[config.mk]
export PLATFORM = sky130hd
export DESIGN_NAME = bsa_config_regs
export DESIGN_NICKNAME = d
export VERILOG_FILES = /design/src/bsa_pkg.sv /design/src/bsa_limit_cmp.sv /design/src/bsa_sync2.sv /design/src/bsa_config_regs.sv
export SDC_FILE = /design/constraint.sdc
export NUM_CORES = 1
export LEC_CHECK = 0
export BUFFER_PORTS_ARGS = -buffer_cell sky130_fd_sc_hd__clkbuf_2
export CAP_MARGIN = 20
export CORE_UTILIZATION = 62
export CTS_CLUSTER_SIZE = 14
export DETAILED_ROUTE_END_ITERATION = 7
export PLACE_DENSITY = 0.88
export SLEW_MARGIN = 20
export SYNTH_ARGS = -nofsm -noshare
export SYNTH_HDL_FRONTEND = slang
export SYNTH_SLANG_ARGS = --single-unit
[constraint.sdc]
create_clock -name clock_i -period 9.2 [get_ports clock_i]
set_clock_uncertainty 0.05 [all_clocks]
set_input_delay 2.3 -clock clock_i [delete_from_list [all_inputs] [get_ports clock_i]]
set_output_delay 2.3 -clock clock_i [all_outputs]
set_load 0.02 [all_outputs]
[src/bsa_pkg.sv]
/*
 * Package for the self-test and sensor alarm configuration bank: register
 * offsets, field positions, reset values, codes and carrier structs.
 * Assumes an 8-bit register port with byte offsets.
 */
package bsa_pkg;

    localparam int unsigned ADDR_W = 8;
    localparam int unsigned DATA_W = 8;
    localparam int unsigned LVL_W  = 3;

    // register offsets
    localparam logic [7:0] OFS_SELFTEST  = 8'h14;
    localparam logic [7:0] OFS_VGAIN     = 8'h15;
    localparam logic [7:0] OFS_RSVD16    = 8'h16;
    localparam logic [7:0] OFS_MONCTL0   = 8'h17;
    localparam logic [7:0] OFS_MONCTL1   = 8'h18;
    localparam logic [7:0] OFS_V0_LIM    = 8'h19;
    localparam logic [7:0] OFS_V1_LIM    = 8'h1A;
    localparam logic [7:0] OFS_T_LIM     = 8'h1B;
    localparam logic [7:0] OFS_CSI_EN    = 8'h1C;
    localparam logic [7:0] OFS_SENSE_EN  = 8'h1D;

    // reset values
    localparam logic [7:0] RST_SELFTEST  = 8'h00;
    localparam logic [7:0] RST_VGAIN     = 8'h20;
    localparam logic [7:0] RST_RSVD16    = 8'h18;
    localparam logic [7:0] RST_MONCTL0   = 8'h0C;
    localparam logic [7:0] RST_MONCTL1   = 8'h80;
    localparam logic [7:0] RST_LIMITS    = 8'h62;
    localparam logic [7:0] RST_CSI_EN    = 8'h3F;
    localparam logic [7:0] RST_SENSE_EN  = 8'h00;
    localparam logic [7:0] RD_UNMAPPED   = 8'h00;

    // field positions
    localparam int unsigned FERR_LSB  = 4;
    localparam int unsigned FERR_MSB  = 7;
    localparam int unsigned LBIST_BIT = 3;
    localparam int unsigned CLKS_LSB  = 1;
    localparam int unsigned CLKS_MSB  = 2;
    localparam int unsigned RBIST_BIT = 0;
    localparam int unsigned GAIN_MSB  = 6;
    localparam int unsigned GAIN_LSB  = 0;
    localparam int unsigned SEN_LSB   = 2;
    localparam int unsigned SEN_MSB   = 3;
    localparam int unsigned PIN_LSB   = 0;
    localparam int unsigned PIN_MSB   = 1;
    localparam int unsigned GAINEN_BIT= 7;
    localparam int unsigned HI_LSB    = 4;
    localparam int unsigned HI_MSB    = 6;
    localparam int unsigned LO_LSB    = 0;
    localparam int unsigned LO_MSB    = 2;
    localparam int unsigned NFV_BIT   = 5;
    localparam int unsigned SYNC_BIT  = 4;
    localparam int unsigned CTRL_BIT  = 3;
    localparam int unsigned ECC2_BIT  = 2;
    localparam int unsigned CHK_BIT   = 1;
    localparam int unsigned LEN_BIT   = 0;
    localparam int unsigned T_OV_BIT  = 5;
    localparam int unsigned T_UN_BIT  = 4;
    localparam int unsigned V1_OV_BIT = 3;
    localparam int unsigned V1_UN_BIT = 2;
    localparam int unsigned V0_OV_BIT = 1;
    localparam int unsigned V0_UN_BIT = 0;
    localparam int unsigned CSI_W     = 6;
    localparam int unsigned SENSE_W   = 6;

    localparam logic [1:0] SEN_ON     = 2'h3;
    localparam logic [6:0] GAIN_UNITY = 7'h00;
    localparam logic [7:0] GAIN_NUM   = 8'h80;

    typedef enum logic [1:0] {
        BSA_CLK_EXT  = 2'b00,
        BSA_CLK_50M  = 2'b01,
        BSA_CLK_25M  = 2'b10
    } bsa_clk_e;

    typedef struct packed {
        logic [ADDR_W-1:0] addr;
        logic [DATA_W-1:0] wdata;
        logic              wr;
        logic              rd;
    } bsa_bus_s;

    // three-bit quantised sensor readings
    typedef struct packed {
        logic [LVL_W-1:0] volt0;
        logic [LVL_W-1:0] volt1;
        logic [LVL_W-1:0] temp;
    } bsa_meas_s;

    typedef struct packed {
        logic [3:0] forced_error_count;
        logic       local_selftest_enable;
        bsa_clk_e   selftest_clock_select;
        logic       legacy_remote_selftest_enable;
        logic       force_active;
    } bsa_test_s;

    typedef struct packed {
        logic [6:0] voltage_gain_code;
        logic       gain_applied;
        logic       sensors_on;
        logic       pin0_sense;
        logic       pin1_sense;
    } bsa_mon_s;

endpackage : bsa_pkg

[src/bsa_limit_cmp.sv]
/*
 * One limit comparator: raises over and under flags for a quantised reading
 * against programmed upper and lower levels while the channel is active.
 * Assumes the reading is already in the clock domain.
 */
`timescale 1ns/10ps
module bsa_limit_cmp (
    input  wire logic       clock_i,
    input  wire logic       rst_i,
    input  wire logic       active_i,
    input  wire logic [2:0] level_i,
    input  wire logic [2:0] upper_i,
    input  wire logic [2:0] lower_i,
    output logic            over_o,
    output logic            under_o
);
    import bsa_pkg::*;

    always_ff @(posedge clock_i or posedge rst_i)
    begin
        if (rst_i)
        begin
            over_o  <= 1'b0;
            under_o <= 1'b0;
        end
        else
        begin
            over_o  <= active_i && (level_i > upper_i);
            under_o <= active_i && (level_i < lower_i);
        end
    end

endmodule : bsa_limit_cmp

[src/bsa_sync2.sv]
/*
 * Two-flop synchroniser for a bus of levels from outside the clock domain.
 * Assumes each bit is a slowly changing level.
 */
`timescale 1ns/10ps
module bsa_sync2 #(
    parameter int unsigned W = 1
) (
    input  wire logic         clock_i,
    input  wire logic         rst_i,
    input  wire logic [W-1:0] d_i,
    output logic      [W-1:0] q_o
);
    logic [W-1:0] meta_r;

    always_ff @(posedge clock_i or posedge rst_i)
    begin
        if (rst_i)
        begin
            meta_r <= '0;
            q_o    <= '0;
        end
        else
        begin
            meta_r <= d_i;
            q_o    <= meta_r;
        end
    end

endmodule : bsa_sync2

[src/bsa_config_regs.sv]
/*
 * Self-test and sensor alarm configuration bank: ten 8-bit registers, limit
 * comparators on the sensor readings, and alarm gating of sensor and camera
 * receive events. Assumes a single clock; readings and receive error levels
 * arrive from outside and are synchronised here.
 */
// Decided for this implementation: the address-and-strobe port.
// Functional notes
// - nonzero four-bit error-forcing field injects forward-channel errors; zero disables.
// - local self-test bit puts device in self-test without remote command.
// - clock select 00 external, 01 fifty MHz internal, 1x twenty-five MHz.
// - bit 0 is a legacy remote self-test enable, reset zero.
// - seven-bit gain code gives gain 128 over code, reset 0x20.
// - sensor enable field 11 enables, 00 disables, reset enabled.
// - pin sensing field selects none, pin 0, pin 1 or both.
// - gain applies only while gain-enable bit is set, reset one.
// - pin 0 reading above upper limit flags channel 0 over.
// - pin 0 reading below lower limit flags channel 0 under.
// - pin 1 upper limit sets channel 1 over level.
// - pin 1 lower limit sets channel 1 under level.
// - enabled temperature above upper limit flags over-temperature.
// - enabled temperature below lower limit flags under-temperature.
// - enables for missing frame, phy sync, phy control alarms, reset one.
// - enables for ECC, checksum, length alarms, reset one.
// - temperature over and under alarm enables at bits 5 and 4.
// - channel 1 over and under alarm enables at bits 3 and 2.
// - channel 0 over and under alarm enables at bits 1 and 0.
`timescale 1ns/10ps
module bsa_config_regs (
    input  wire logic                 clock_i,
    input  wire logic                 rst_i,
    input  wire bsa_pkg::bsa_bus_s    bus_i,
    output logic [bsa_pkg::DATA_W-1:0] rdata_o,
    input  wire bsa_pkg::bsa_meas_s   meas_i,
    input  wire logic [5:0]           csi_err_i,
    output bsa_pkg::bsa_test_s        test_o,
    output bsa_pkg::bsa_mon_s         mon_o,
    output logic [5:0]                sense_flags_o,
    output logic [5:0]                sense_alarm_o,
    output logic [5:0]                csi_alarm_o
);
    import bsa_pkg::*;

    logic [7:0] selftest_r;
    logic [7:0] vgain_r;
    logic [7:0] rsvd16_r;
    logic [7:0] monctl0_r;
    logic [7:0] monctl1_r;
    logic [7:0] v0lim_r;
    logic [7:0] v1lim_r;
    logic [7:0] tlim_r;
    logic [7:0] csien_r;
    logic [7:0] senseen_r;
    logic [7:0] rdata_nxt;

    bsa_meas_s  meas_s;
    logic [5:0] csi_s;
    logic       sensors_on;
    logic       pin0_on;
    logic       pin1_on;
    logic       chan0_over_flag;
    logic       chan0_under_flag;
    logic       chan1_over_flag;
    logic       chan1_under_flag;
    logic       temp_over_flag;
    logic       temp_under_flag;

    // register writes
    always_ff @(posedge clock_i or posedge rst_i)
    begin
        if (rst_i)
        begin
            selftest_r <= RST_SELFTEST;
            vgain_r    <= RST_VGAIN;
            rsvd16_r   <= RST_RSVD16;
            monctl0_r  <= RST_MONCTL0;
            monctl1_r  <= RST_MONCTL1;
            v0lim_r    <= RST_LIMITS;
            v1lim_r    <= RST_LIMITS;
            tlim_r     <= RST_LIMITS;
            csien_r    <= RST_CSI_EN;
            senseen_r  <= RST_SENSE_EN;
        end
        else if (bus_i.wr)
        begin
            if (bus_i.addr == OFS_SELFTEST)
                selftest_r <= bus_i.wdata;
            else if (bus_i.addr == OFS_VGAIN)
                vgain_r <= bus_i.wdata;
            else if (bus_i.addr == OFS_RSVD16)
                rsvd16_r <= bus_i.wdata;
            else if (bus_i.addr == OFS_MONCTL0)
                monctl0_r <= bus_i.wdata;
            else if (bus_i.addr == OFS_MONCTL1)
                monctl1_r <= bus_i.wdata;
            else if (bus_i.addr == OFS_V0_LIM)
                v0lim_r <= bus_i.wdata;
            else if (bus_i.addr == OFS_V1_LIM)
                v1lim_r <= bus_i.wdata;
            else if (bus_i.addr == OFS_T_LIM)
                tlim_r <= bus_i.wdata;
            else if (bus_i.addr == OFS_CSI_EN)
                csien_r <= bus_i.wdata;
            else if (bus_i.addr == OFS_SENSE_EN)
                senseen_r <= bus_i.wdata;
        end
    end

    // read mux: all bits read back as written; unmapped offsets read zero
    always_comb
    begin
        rdata_nxt = RD_UNMAPPED;
        if (bus_i.addr == OFS_SELFTEST)
            rdata_nxt = selftest_r;
        else if (bus_i.addr == OFS_VGAIN)
            rdata_nxt = vgain_r;
        else if (bus_i.addr == OFS_RSVD16)
            rdata_nxt = rsvd16_r;
        else if (bus_i.addr == OFS_MONCTL0)
            rdata_nxt = monctl0_r;
        else if (bus_i.addr == OFS_MONCTL1)
            rdata_nxt = monctl1_r;
        else if (bus_i.addr == OFS_V0_LIM)
            rdata_nxt = v0lim_r;
        else if (bus_i.addr == OFS_V1_LIM)
            rdata_nxt = v1lim_r;
        else if (bus_i.addr == OFS_T_LIM)
            rdata_nxt = tlim_r;
        else if (bus_i.addr == OFS_CSI_EN)
            rdata_nxt = csien_r;
        else if (bus_i.addr == OFS_SENSE_EN)
            rdata_nxt = senseen_r;
    end

    // read data holds only in the cycle after the strobe
    always_ff @(posedge clock_i or posedge rst_i)
    begin
        if (rst_i)
            rdata_o <= RD_UNMAPPED;
        else if (bus_i.rd)
            rdata_o <= rdata_nxt;
        else
            rdata_o <= RD_UNMAPPED;
    end

    // self-test controls
    always_ff @(posedge clock_i or posedge rst_i)
    begin
        if (rst_i)
            test_o <= '0;
        else
        begin
            test_o.forced_error_count            <= selftest_r[FERR_MSB:FERR_LSB];
            test_o.force_active                  <= |selftest_r[FERR_MSB:FERR_LSB];
            test_o.local_selftest_enable         <= selftest_r[LBIST_BIT];
            test_o.legacy_remote_selftest_enable <= selftest_r[RBIST_BIT];
            if (selftest_r[CLKS_MSB])
                test_o.selftest_clock_select <= BSA_CLK_25M;
            else if (selftest_r[CLKS_LSB])
                test_o.selftest_clock_select <= BSA_CLK_50M;
            else
                test_o.selftest_clock_select <= BSA_CLK_EXT;
        end
    end

    // monitor controls; the sensor front end scales by 128 over the code
    assign sensors_on = (monctl0_r[SEN_MSB:SEN_LSB] == SEN_ON);
    assign pin0_on    = sensors_on && monctl0_r[PIN_LSB];
    assign pin1_on    = sensors_on && monctl0_r[PIN_MSB];

    always_ff @(posedge clock_i or posedge rst_i)
    begin
        if (rst_i)
            mon_o <= '0;
        else
        begin
            mon_o.voltage_gain_code <= vgain_r[GAIN_MSB:GAIN_LSB];
            mon_o.gain_applied      <= monctl1_r[GAINEN_BIT] &&
                                       (vgain_r[GAIN_MSB:GAIN_LSB] != GAIN_UNITY);
            mon_o.sensors_on        <= sensors_on;
            mon_o.pin0_sense        <= pin0_on;
            mon_o.pin1_sense        <= pin1_on;
        end
    end

    // readings and error levels come from analog and receive logic
    bsa_sync2 #(.W($bits(bsa_meas_s))) u_meas_sync (
        .clock_i (clock_i),
        .rst_i   (rst_i),
        .d_i     (meas_i),
        .q_o     (meas_s)
    );

    bsa_sync2 #(.W(CSI_W)) u_csi_sync (
        .clock_i (clock_i),
        .rst_i   (rst_i),
        .d_i     (csi_err_i),
        .q_o     (csi_s)
    );

    bsa_limit_cmp u_cmp_v0 (
        .clock_i  (clock_i),
        .rst_i    (rst_i),
        .active_i (pin0_on),
        .level_i  (meas_s.volt0),
        .upper_i  (v0lim_r[HI_MSB:HI_LSB]),
        .lower_i  (v0lim_r[LO_MSB:LO_LSB]),
        .over_o   (chan0_over_flag),
        .under_o  (chan0_under_flag)
    );

    bsa_limit_cmp u_cmp_v1 (
        .clock_i  (clock_i),
        .rst_i    (rst_i),
        .active_i (pin1_on),
        .level_i  (meas_s.volt1),
        .upper_i  (v1lim_r[HI_MSB:HI_LSB]),
        .lower_i  (v1lim_r[LO_MSB:LO_LSB]),
        .over_o   (chan1_over_flag),
        .under_o  (chan1_under_flag)
    );

    bsa_limit_cmp u_cmp_t (
        .clock_i  (clock_i),
        .rst_i    (rst_i),
        .active_i (sensors_on),
        .level_i  (meas_s.temp),
        .upper_i  (tlim_r[HI_MSB:HI_LSB]),
        .lower_i  (tlim_r[LO_MSB:LO_LSB]),
        .over_o   (temp_over_flag),
        .under_o  (temp_under_flag)
    );

    assign sense_flags_o = {temp_over_flag, temp_under_flag, chan1_over_flag,
                            chan1_under_flag, chan0_over_flag, chan0_under_flag};

    // gating leaves flags untouched; only the alarms are masked
    always_ff @(posedge clock_i or posedge rst_i)
    begin
        if (rst_i)
        begin
            sense_alarm_o <= '0;
            csi_alarm_o   <= '0;
        end
        else
        begin
            sense_alarm_o <= sense_flags_o & senseen_r[SENSE_W-1:0];
            csi_alarm_o   <= csi_s & csien_r[CSI_W-1:0];
        end
    end
endmodule : bsa_config_regs

After elaboration in Yosys (flattened, before gate mapping):

Cells that the tools add are included.

* order comparisons: 6
* eq/ne operators: 11
* mux-type cells: 13
* bitwise logic cells: 11
* reductions and logical operators: 21

Operators with widths (number)
* 8-bit 2-to-1 mux: 11
* 8-bit by 5-bit equality test with 1-bit output (second input constant): 10
* 6-bit bitwise AND: 2
* 11-bit AND reduction: 1
* 10-bit AND reduction: 1
* 3-bit greater-than comparator: 3
* 1-bit logical AND: 9
* 3-bit less-than comparator: 3
* 1-bit inverter: 9
* 9-bit AND reduction: 1
* 8-bit AND reduction: 1
* 7-bit AND reduction: 1
* 7-bit nonzero test: 1
* 6-bit AND reduction: 1
* 5-bit AND reduction: 1
* 4-bit AND reduction: 1
* 4-bit OR reduction: 1
* 3-bit AND reduction: 1
* 2-bit equality test (second input constant): 1
* 2-bit 2-to-1 mux: 1
* 2-bit AND reduction: 1
* 1-bit 2-to-1 mux: 1

* bits in registers: 156
* input port bits: 35
* output and inout port bits: 46

Longest topological paths before layout:

Gate-level depths: netlist of run 1.

* depth after elaboration: 12
* mapped depth: 7
* gate-level depth less buffers: 6

By module:

From an unflattened synthesis of run 1, not the netlist that was laid out.

* cells, all modules: 493
* area, all modules: 6573.8 um2

Modules (own cells, without submodules)
* bsa_config_regs: times used 1, cells each 395, area each 5241.3 um2
* bsa_limit_cmp: times used 3, cells each 22, area each 191.4 um2
* bsa_sync2 at u_meas_sync: times used 1, cells each 19, area each 454.2 um2
* bsa_sync2 at u_csi_sync: times used 1, cells each 13, area each 304.0 um2

Least setup slack after synthesis of run 1:

OpenSTA, ideal clock, no wires.

* path type: input-to-reg
* from: in bus_i[15] (netlist bit)
* to: reg csien_r[6]
* library setup time: 0.125 ns
* arrival time: 3.684 ns
* required time: 9.025 ns
* slack: 5.342 ns
* stages: 4
* path through: nor4b_4 -> nand4_1 -> nor3_4 -> mux2_2

* longest elaborated chain between the ends: 3

Ends and longest elaborated chain
* start, declared: line bsa_config_regs.sv:32 `input wire bsa_pkg::bsa_bus_s bus_i,`
* 8-bit by 5-bit equality test with 1-bit output, or another cell as far along: line bsa_config_regs.sv:100 `else if (bus_i.addr == OFS_T_LIM)`
* 1-bit inverter (no line)
* 10-bit AND reduction (no line) *
* end signal, assigned: line bsa_config_regs.sv:103 `csien_r <= bus_i.wdata;`
* end, declared: line bsa_config_regs.sv:52 `logic [7:0] csien_r;`

Mark *: on every way between the ends. The rest lies on a longest branch, timed or not.
A chain may end at the register's enable or synchronous reset.

Final worst setup path of run 1:

* from: in bus_i[11] (netlist bit)
* to: reg v1lim_r[3]

* longest elaborated chain between the ends: 3

Ends and longest elaborated chain
* 8-bit by 5-bit equality test with 1-bit output, or another cell as far along: line bsa_config_regs.sv:96 `else if (bus_i.addr == OFS_V0_LIM)`
* 1-bit inverter (no line)
* 8-bit AND reduction (no line) *
* end signal, assigned: line bsa_config_regs.sv:99 `v1lim_r <= bus_i.wdata;`
* end, declared: line bsa_config_regs.sv:50 `logic [7:0] v1lim_r;`

Marks and branches as above.

==> flow_summary.html, run 1 <==
<table>
<tr><th>Metric</th><th>Value</th></tr>
<tr><th colspan="2">Synth</th></tr>
<tr><td>Leading area contributor after synthesis</td><td>dfrtp_1</td></tr>
<tr><td>Top cell types by occurrence after synthesis</td><td>135 x dfrtp_1, 79 x mux2_2, 31 x inv_1</td></tr>
<tr><td>Total of warnings raised by yosys</td><td>0</td></tr>
<tr><td>Seq/Total Area, Yosys</td><td>0.6158</td></tr>
<tr><td>Most common flop cell mapped by yosys</td><td>dfrtp_1</td></tr>
<tr><td>#FFs+latches synth</td><td>156</td></tr>
<tr><td>Number of cells produced by synthesis</td><td>438</td></tr>
<tr><td>Share of Yosys cell area claimed by the top area cell type</td><td>0.5293</td></tr>
<tr><td>Syn nets</td><td>488</td></tr>
<tr><td>Most numerous cell in the Yosys netlist</td><td>dfrtp_1</td></tr>
<tr><td>Number of flops mapped to enable cells by yosys</td><td>0</td></tr>
<tr><td>Synth cell types</td><td>47</td></tr>
<tr><td>Largest cells by area after synthesis</td><td>dfrtp_1 53%, mux2_2 14%, dfstp_2 8.6%</td></tr>
<tr><td>Avg Cell Area, Syn</td><td>14.57 um^2</td></tr>
<tr><td>Post-synthesis instance area</td><td>0.006382 mm^2</td></tr>
<tr><td>Async S/R FF share, synth</td><td>1.000</td></tr>
<tr><th colspan="2">Worst setup path</th></tr>
<tr><td>Largest stage delay on the critical path</td><td>0.66 ns</td></tr>
<tr><td>Worst Path Buf+Inv</td><td>2</td></tr>
<tr><td>Setup crit end kind</td><td>register</td></tr>
<tr><td>Worst-path cell with the longest stage delay</td><td>nor3_2</td></tr>
<tr><td>Path type of the worst setup path</td><td>input port to register</td></tr>
<tr><td>Largest delay contributor family on the critical path</td><td>buffers and inverters</td></tr>
<tr><td>Startpoint types</td><td>input port</td></tr>
<tr><td>Worst path cell trace</td><td>clkbuf_2 -&gt; inv_1 -&gt; nor3_2 -&gt; mux2_2</td></tr>
<tr><td>R2R Setup Slk</td><td>7.57 ns</td></tr>
<tr><td>Critical path data required time</td><td>9.56 ns</td></tr>
<tr><td>Endpoint arrival time on the critical path</td><td>4.26 ns</td></tr>
<tr><td>Highest fanout seen on the critical path</td><td>27</td></tr>
<tr><th colspan="2">Finish</th></tr>
<tr><td>Number of nets in the finished design</td><td>563</td></tr>
<tr><td>Filler Cell Count</td><td>584</td></tr>
<tr><td>Layout cell share with drive strength beyond 1</td><td>0.4601</td></tr>
<tr><td>Antenna cells</td><td>0</td></tr>
<tr><td>Number of standard cells in the final layout excluding fillers</td><td>659</td></tr>
<tr><td>Layout-stage area growth over the synthesis result</td><td>16.15%</td></tr>
<tr><th colspan="2">Routing</th></tr>
<tr><td>Total wirelength of the detailed-routed design</td><td>14.06 mm</td></tr>
<tr><td>DRC errors left</td><td>0</td></tr>
<tr><td>Number of DRC markers in iteration 0</td><td>239</td></tr>
<tr><td>Count of nets left with antenna violations after detail routing</td><td>0</td></tr>
<tr><td>Via count</td><td>3,987</td></tr>
<tr><td>Drt wl/cell</td><td>21.34 um</td></tr>
<tr><td>Router iterations before antenna repair</td><td>5</td></tr>
<tr><td>Vias per Instance</td><td>6.050</td></tr>
<tr><th colspan="2">Global route</th></tr>
<tr><td>Initial antenna violation count</td><td>0</td></tr>
<tr><td>Most Used Layer, Global Route</td><td>met2</td></tr>
<tr><td>Global-route wire length before repair</td><td>21.72 mm</td></tr>
<tr><td>Met2 layer usage reported by global route</td><td>0.4636</td></tr>
<tr><td>Global-route usage over all layers</td><td>0.2916</td></tr>
<tr><td>Pin count of the biggest net entering global routing</td><td>86</td></tr>
<tr><td>GR Overflow Total</td><td>0</td></tr>
<tr><td>Global routing usage on met3</td><td>0.08065</td></tr>
<tr><td>Met1 track demand over resource in global routing</td><td>0.3557</td></tr>
<tr><td>Via count of the first global-routing pass</td><td>4,081</td></tr>
<tr><th colspan="2">STA</th></tr>
<tr><td>Achievable Freq</td><td>256.5 MHz</td></tr>
<tr><td>Final critical-path share of the clock period</td><td>0.4238</td></tr>
<tr><td>Setup violation total in the final timing report</td><td>0</td></tr>
<tr><td>Number of max-slew violations in the final report</td><td>0</td></tr>
<tr><td>Final critical delay including setup and external delays</td><td>3.899 ns</td></tr>
<tr><td>Post-route setup TNS</td><td>0 ns</td></tr>
<tr><td>Relative max-transition margin</td><td>0.4985</td></tr>
<tr><td>Actual transition at the worst max-transition pin</td><td>0.7523 ns</td></tr>
<tr><td>Unrepaired setup endpoints after global routing</td><td>no</td></tr>
<tr><td>Final Hold Violating Endpoints</td><td>0</td></tr>
<tr><td>Worst path setup slack after routing</td><td>5.301 ns</td></tr>
<tr><th colspan="2">Outcome</th></tr>
<tr><td>Status</td><td>finished, final reports clean</td></tr>
<tr><th colspan="2">Clock network</th></tr>
<tr><td># Post-CTS Setup Buffers</td><td>0</td></tr>
<tr><td>CTS tree</td><td>done</td></tr>
<tr><td>Clock Path Buffers</td><td>2</td></tr>
<tr><td>Clock buffers created by TritonCTS</td><td>17</td></tr>
<tr><td>Clock latency of the later-clocked register in the worst-skew pair</td><td>0.53 ns</td></tr>
<tr><td>Reg clk slew, reported paths</td><td>0.06 ns</td></tr>
<tr><td>Cts-stage hold buffer count</td><td>0</td></tr>
<tr><td>Num Clock Sinks</td><td>156</td></tr>
<tr><td>H-Tree Level Count</td><td>4</td></tr>
<tr><td>Clock Root Buffer</td><td>clkbuf_8</td></tr>
<tr><td>Count of instances resized after the clock tree is built</td><td>0</td></tr>
<tr><th colspan="2">Die</th></tr>
<tr><td>Area inside the core boundary</td><td>0.009864 mm^2</td></tr>
<tr><td>Floorplan die area</td><td>0.01070 mm^2</td></tr>
<tr><td>Starting Density</td><td>0.6470</td></tr>
<tr><td>Standard-cell rows</td><td>36</td></tr>
<tr><td>Number of I/O pins</td><td>81</td></tr>
<tr><td>Die outline height</td><td>103.5 um</td></tr>
<tr><td>Horizontal die dimension</td><td>103.5 um</td></tr>
<tr><th colspan="2">Placed design</th></tr>
<tr><td>Number of placed cells counting well taps</td><td>627</td></tr>
<tr><td>Post-place setup slack</td><td>4.829 ns</td></tr>
<tr><td>DP Wirelength</td><td>9.229 mm</td></tr>
<tr><td>Routability Congestion</td><td>0.8967</td></tr>
<tr><td>Number of input and output port buffers inserted</td><td>80</td></tr>
<tr><th colspan="2">Power</th></tr>
<tr><td>Relative contribution of the clock network to total power</td><td>0.444</td></tr>
<tr><td>Switching part of the total</td><td>0.2301</td></tr>
<tr><td>Peak supply drop</td><td>0.1500 mV</td></tr>
<tr><td>Net switching power of the design</td><td>0.3460 mW</td></tr>
<tr><td>Sequential share of power</td><td>0.490</td></tr>
<tr><td>Leakage Power</td><td>3.611 nW</td></tr>
<tr><td>Share of power burned in combinational logic</td><td>0.066</td></tr>
<tr><td>Internal</td><td>1.158 mW</td></tr>
<tr><td>Total power density per cell area</td><td>202.8 mW/mm^2</td></tr>
<tr><th colspan="2">Worst hold path</th></tr>
<tr><td>Worst hold-check path type</td><td>register to register</td></tr>
<tr><th colspan="2">Job</th></tr>
<tr><td>Number of maximum-capacitance violations</td><td>0</td></tr>
</table>
## layout make-up
| cell class | instances | area (um^2) | share of cell area |
|---|---|---|---|
| flip-flops and latches | 156 | 3930 | 0.5301 |
| multi-input cells | 225 | 2208 | 0.2979 |
| clock buffers | 21 | 449.2 | 0.06059 |
| repair buffers | 82 | 419.2 | 0.05654 |
| well taps | 133 | 166.4 | 0.02245 |
| inverters | 31 | 121.4 | 0.01637 |
| clock inverters | 11 | 118.9 | 0.01603 |
## power groups by stage
stage	registers [mW]	logic [mW]	clock network, mW
3_5_place_dp	0.748	0.0985	0
2_1_floorplan	0.747	0.0629	0
4_1_cts	0.737	0.0995	0.677
6_report	0.737	0.0992	0.667
3_3_place_gp	0.746	0.0936	0
5_1_grt	0.740	0.110	0.705
## state kept, by name, indices dropped and copies added (netlist names), 9 cells and up
register and cells:
test_o 9, u_meas_sync.meta_r 9, u_meas_sync.q_o 9, mon_o 11
## cells in the final DEF, fill, tap and decap left out, types with 2 or more instances in the layout
cell,count
nor4b_1,2
bufinv_16,2
clkinv_2,5
mux4_2,13
and2_1,12
a21oi_1,4
o22ai_1,13
ha_1,15
nand3_1,2
a221o_1,6
nor3_4,3
a211oi_1,3
mux2i_1,4
inv_1,30
a21o_1,7
nor2b_1,3
o21ai_0,7
mux2_2,79
clkbuf_8,3
clkbuf_2,80
nor2_1,10
nand3_2,2
nand2_1,11
clkbuf_1,2
mux2_1,2
a311oi_1,4
clkbuf_16,16
clkinv_4,3
nor3_2,2
dfstp_2,21
dfrtp_1,135
nand2_2,2
nor4_1,2
## stage by stage
step	hold slack [ns]	power, mW	area, um^2	utilization
after floorplan	0.2812	0.8095	6382	-
after global placement	0.2814	0.8394	6842	0.6936
after detailed placement	0.2855	0.8467	6842	0.6936
after CTS	0.3021	1.514	7410	0.7511
after global routing	0.3039	1.555	7413	0.7515
final	0.2972	1.504	7413	0.7515
## cell families (layout without fill, tap and decap cells)
family / after synthesis / in the layout / share of synthesized area
AO/OA/AOI/OAI: 49 / 49 / 0.05489
adder cells (fa/ha/maj): 15 / 15 / 0.02941
buffers and inverters: 57 / 145 / 0.03823
flip-flops: 156 / 156 / 0.6158
multiplexers: 98 / 98 / 0.1951
AND/OR/NAND/NOR: 63 / 63 / 0.06666
## final timing paths
| kind | start | cells past startpoint | endpoint |
|---|---|---|---|
| max in group asynchronous | rst_i | 3 | u_csi_sync.q_o[0] |
| max reg2reg | tlim_r[1] | 4 | u_cmp_t.under_o |
| min in group asynchronous | rst_i | 2 | u_cmp_v1.under_o |
| min reg2reg | u_meas_sync.meta_r[0] | 0 | u_meas_sync.q_o[0] |
| max | bus_i[11] | 4 | v1lim_r[3] |
| min | u_meas_sync.meta_r[0] | 0 | u_meas_sync.q_o[0] |
## routing by layer
metal | vias up | part of all wire
met5 | - | 0
met4 | 0 | 0.043
met3 | 45 | 0.069
met2 | 192 | 0.50
met1 | 2037 | 0.39
li1 | 1713 | -
No activity file was read; power rests on OpenSTA's default activity.
==> inputs of run 2 (changes only) <==
--- a/config.mk
+++ b/config.mk
@@ -7,10 +7,10 @@
 export LEC_CHECK = 0
 export BUFFER_PORTS_ARGS = -buffer_cell sky130_fd_sc_hd__clkbuf_2
 export CAP_MARGIN = 20
-export CORE_UTILIZATION = 62
+export CORE_UTILIZATION = 52
 export CTS_CLUSTER_SIZE = 14
 export DETAILED_ROUTE_END_ITERATION = 7
-export PLACE_DENSITY = 0.88
+export PLACE_DENSITY = 0.79
 export SLEW_MARGIN = 20
 export SYNTH_ARGS = -nofsm -noshare
 export SYNTH_HDL_FRONTEND = slang
==> constraint.sdc (replaced) <==
create_clock -name clock_i -period 3.3 [get_ports clock_i]
set_clock_uncertainty 0.05 [all_clocks]
set_input_delay 0.825 -clock clock_i [delete_from_list [all_inputs] [get_ports clock_i]]
set_output_delay 0.825 -clock clock_i [all_outputs]
set_load 0.02 [all_outputs]
==> run 2 against run 1 <==
Critical path depth rose by 1. Setup slack worse by 4.4 ns. Hold slack lost 0.0028 ns. Clock-buffer cell count up 1. Cell count is 2.7% higher. Highest routed layer unchanged. First-iteration DRC count up 33%. Final area up 0.62%. Combinational power rose to 2.8 times the previous value. Sequential share of layout area shrank 0.33 points.
==> flow_summary.html, run 2 (synthesis gave the netlist of run 1 again) <==
<table>
<tr><th>Metric</th><th>Value</th></tr>
<tr><th colspan="2">Finish</th></tr>
<tr><td>Number of flip-flops in the largest register</td><td>11</td></tr>
<tr><td>Reg with most FFs</td><td>mon_o</td></tr>
<tr><td>Filler Cell Count</td><td>908</td></tr>
<tr><td>Layout cell share with drive strength beyond 1</td><td>0.4631</td></tr>
<tr><td>Layout-stage area growth over the synthesis result</td><td>16.88%</td></tr>
<tr><td>Number of nets in the finished design</td><td>566</td></tr>
<tr><td>Leading cell types in the layout, fill and taps excluded</td><td>135 x dfrtp_1, 80 x clkbuf_2, 79 x mux2_2</td></tr>
<tr><td>Area of all placed cells without fillers</td><td>0.007460 mm^2</td></tr>
<tr><td>Commonest non-fill, non-tap cell in the layout</td><td>dfrtp_1</td></tr>
<tr><th colspan="2">Power</th></tr>
<tr><td>Internal</td><td>3.211 mW</td></tr>
<tr><td>Total power density per cell area</td><td>558.8 mW/mm^2</td></tr>
<tr><td>Sequential share of power</td><td>0.492</td></tr>
<tr><td>Peak supply drop</td><td>0.2853 mV</td></tr>
<tr><td>Share of power burned in combinational logic</td><td>0.067</td></tr>
<tr><td>Net switching power of the design</td><td>0.9572 mW</td></tr>
<tr><td>Leakage Power</td><td>3.615 nW</td></tr>
<tr><td>Switching part of the total</td><td>0.2296</td></tr>
<tr><td>Relative contribution of the clock network to total power</td><td>0.441</td></tr>
<tr><th colspan="2">Worst hold path</th></tr>
<tr><td>Worst hold-check path type</td><td>register to register</td></tr>
<tr><th colspan="2">Worst setup path</th></tr>
<tr><td>Worst-path cell with the longest stage delay</td><td>nor4b_4</td></tr>
<tr><td>Largest stage delay on the critical path</td><td>0.55 ns</td></tr>
<tr><td>Startpoint types</td><td>input port</td></tr>
<tr><td>Worst path cell trace</td><td>clkbuf_2 -&gt; nor4b_4 -&gt; nand4_1 -&gt; nor3_4 -&gt; mux2_2</td></tr>
<tr><td>Endpoint arrival time on the critical path</td><td>2.65 ns</td></tr>
<tr><td>Highest fanout seen on the critical path</td><td>8</td></tr>
<tr><td>Setup crit end kind</td><td>register</td></tr>
<tr><td>Critical path data required time</td><td>3.56 ns</td></tr>
<tr><td>Path type of the worst setup path</td><td>input port to register</td></tr>
<tr><th colspan="2">Routing</th></tr>
<tr><td>DRC errors left</td><td>0</td></tr>
<tr><td>Count of nets left with antenna violations after detail routing</td><td>0</td></tr>
<tr><td>Vias per Instance</td><td>5.668</td></tr>
<tr><td>Number of DRC markers in iteration 0</td><td>317</td></tr>
<tr><td>Via count</td><td>3,837</td></tr>
<tr><td>Total wirelength of the detailed-routed design</td><td>13.20 mm</td></tr>
<tr><td>Drt wl/cell</td><td>19.49 um</td></tr>
<tr><td>Router iterations before antenna repair</td><td>4</td></tr>
<tr><th colspan="2">Die</th></tr>
<tr><td>Horizontal die dimension</td><td>112.8 um</td></tr>
<tr><td>Number of I/O pins</td><td>81</td></tr>
<tr><td>Floorplan die area</td><td>0.01272 mm^2</td></tr>
<tr><td>Standard-cell rows</td><td>40</td></tr>
<tr><td>Starting Density</td><td>0.5314</td></tr>
<tr><td>Area inside the core boundary</td><td>0.01201 mm^2</td></tr>
<tr><td>Die outline height</td><td>112.8 um</td></tr>
<tr><th colspan="2">Global route</th></tr>
<tr><td>Global-route wire length before repair</td><td>21.27 mm</td></tr>
<tr><td>Global-route usage over all layers</td><td>0.2300</td></tr>
<tr><td>Pin count of the biggest net entering global routing</td><td>157</td></tr>
<tr><td>GR Overflow Total</td><td>0</td></tr>
<tr><td>Via count of the first global-routing pass</td><td>3,976</td></tr>
<tr><td>Initial antenna violation count</td><td>1</td></tr>
<tr><th colspan="2">Placed design</th></tr>
<tr><td>Routability Congestion</td><td>0.8418</td></tr>
<tr><td>Instance area at placement</td><td>0.006893 mm^2</td></tr>
<tr><td>DP Wirelength</td><td>9.010 mm</td></tr>
<tr><td>Number of input and output port buffers inserted</td><td>80</td></tr>
<tr><th colspan="2">Clock network</th></tr>
<tr><td>Clock Path Buffers</td><td>2</td></tr>
<tr><td>Num Clock Sinks</td><td>156</td></tr>
<tr><td>Clock latency of the later-clocked register in the worst-skew pair</td><td>0.43 ns</td></tr>
<tr><td>CTS tree</td><td>done</td></tr>
<tr><td>Count of instances resized after the clock tree is built</td><td>0</td></tr>
<tr><td>H-Tree Level Count</td><td>4</td></tr>
<tr><td>Reg clk slew, reported paths</td><td>0.06 ns</td></tr>
<tr><td># Post-CTS Setup Buffers</td><td>0</td></tr>
<tr><td>Cts-stage hold buffer count</td><td>0</td></tr>
<tr><td>Clock buffers created by TritonCTS</td><td>17</td></tr>
<tr><td>Clock Root Buffer</td><td>clkbuf_16</td></tr>
<tr><th colspan="2">Job</th></tr>
<tr><td>Number of maximum-capacitance violations</td><td>0</td></tr>
<tr><th colspan="2">STA</th></tr>
<tr><td>Actual transition at the worst max-transition pin</td><td>0.8823 ns</td></tr>
<tr><td>Setup violation total in the final timing report</td><td>0</td></tr>
<tr><td>Final critical-path share of the clock period</td><td>0.7255</td></tr>
<tr><td>Achievable Freq</td><td>417.7 MHz</td></tr>
<tr><td>Unrepaired setup endpoints after global routing</td><td>no</td></tr>
<tr><td>Post-route setup TNS</td><td>0 ns</td></tr>
<tr><td>Final critical delay including setup and external delays</td><td>2.394 ns</td></tr>
<tr><td>Final Hold Violating Endpoints</td><td>0</td></tr>
<tr><td>Relative max-transition margin</td><td>0.4118</td></tr>
<tr><td>Number of max-slew violations in the final report</td><td>0</td></tr>
<tr><th colspan="2">Outcome</th></tr>
<tr><td>Status</td><td>finished, final reports clean</td></tr>
</table>
-- run 2: cell type report --
cell class                 instances  area, um^2  area share
sequential                       156        3930      0.5268
clock buffer                      22       474.2     0.06357
inverter                          31       120.1     0.01610
tap                              147       183.9     0.02466
clock inverter                    10       90.09     0.01208
timing repair buffer              85       450.4     0.06038
multi-input combinational        225        2208      0.2960
antenna                            1       2.502   0.0003355
-- run 2: path summary, 6_finish.rpt --
path	startpoint	to	slack [ns]	cells past startpoint
max in group asynchronous	rst_i	u_csi_sync.meta_r[3]	1.99	3
min in group asynchronous	rst_i	mon_o[2]	0.48	3
max reg2reg	tlim_r[5]	u_cmp_t.over_o	1.65	5
min	u_csi_sync.meta_r[1]	u_csi_sync.q_o[1]	0.29	0
max	bus_i[15]	senseen_r[1]	0.91	5
min reg2reg	u_csi_sync.meta_r[1]	u_csi_sync.q_o[1]	0.29	0
-- run 2: per-layer routing --
layer  up-vias  GRT usage  part of all wire
met5         -          0                 0
met4         0     0.1156             0.028
met3        31    0.07017             0.059
met2       141     0.3634              0.50
met1      1958     0.2895              0.41
li1       1707          -                 -
-- run 2: worst max-delay path, delay by kind of cell --
kind | cells | cell delay [ns]
and+or+nand+nor | 3 | 1.32
muxes | 1 | 0.40
buffers and inverters | 1 | 0.10
-- run 2: metrics by stage --
step                      instances  utilization  power, mW  setup slack [ns]  hold WS [ns]
after floorplan                 438            -      2.258            0.4693        0.2812
after global placement          644       0.5739      2.348            0.6138        0.2823
after detailed placement        644       0.5739      2.363            0.5018        0.2847
after CTS                       676       0.6208      4.207            0.9339        0.2980
after global routing            676       0.6208      4.333            0.8053        0.3071
final                           677       0.6210      4.168            0.9057        0.2944
-- run 2: power groups by stage --
| stage | Clock, mW | Combinational, mW | Sequential (mW) |
|---|---|---|---|
| after floorplan | 0 | 0.176 | 2.08 |
| after global placement | 0 | 0.268 | 2.08 |
| after detailed placement | 0 | 0.279 | 2.08 |
| after CTS | 1.87 | 0.281 | 2.05 |
| after global routing | 1.97 | 0.306 | 2.06 |
| final | 1.84 | 0.278 | 2.05 |
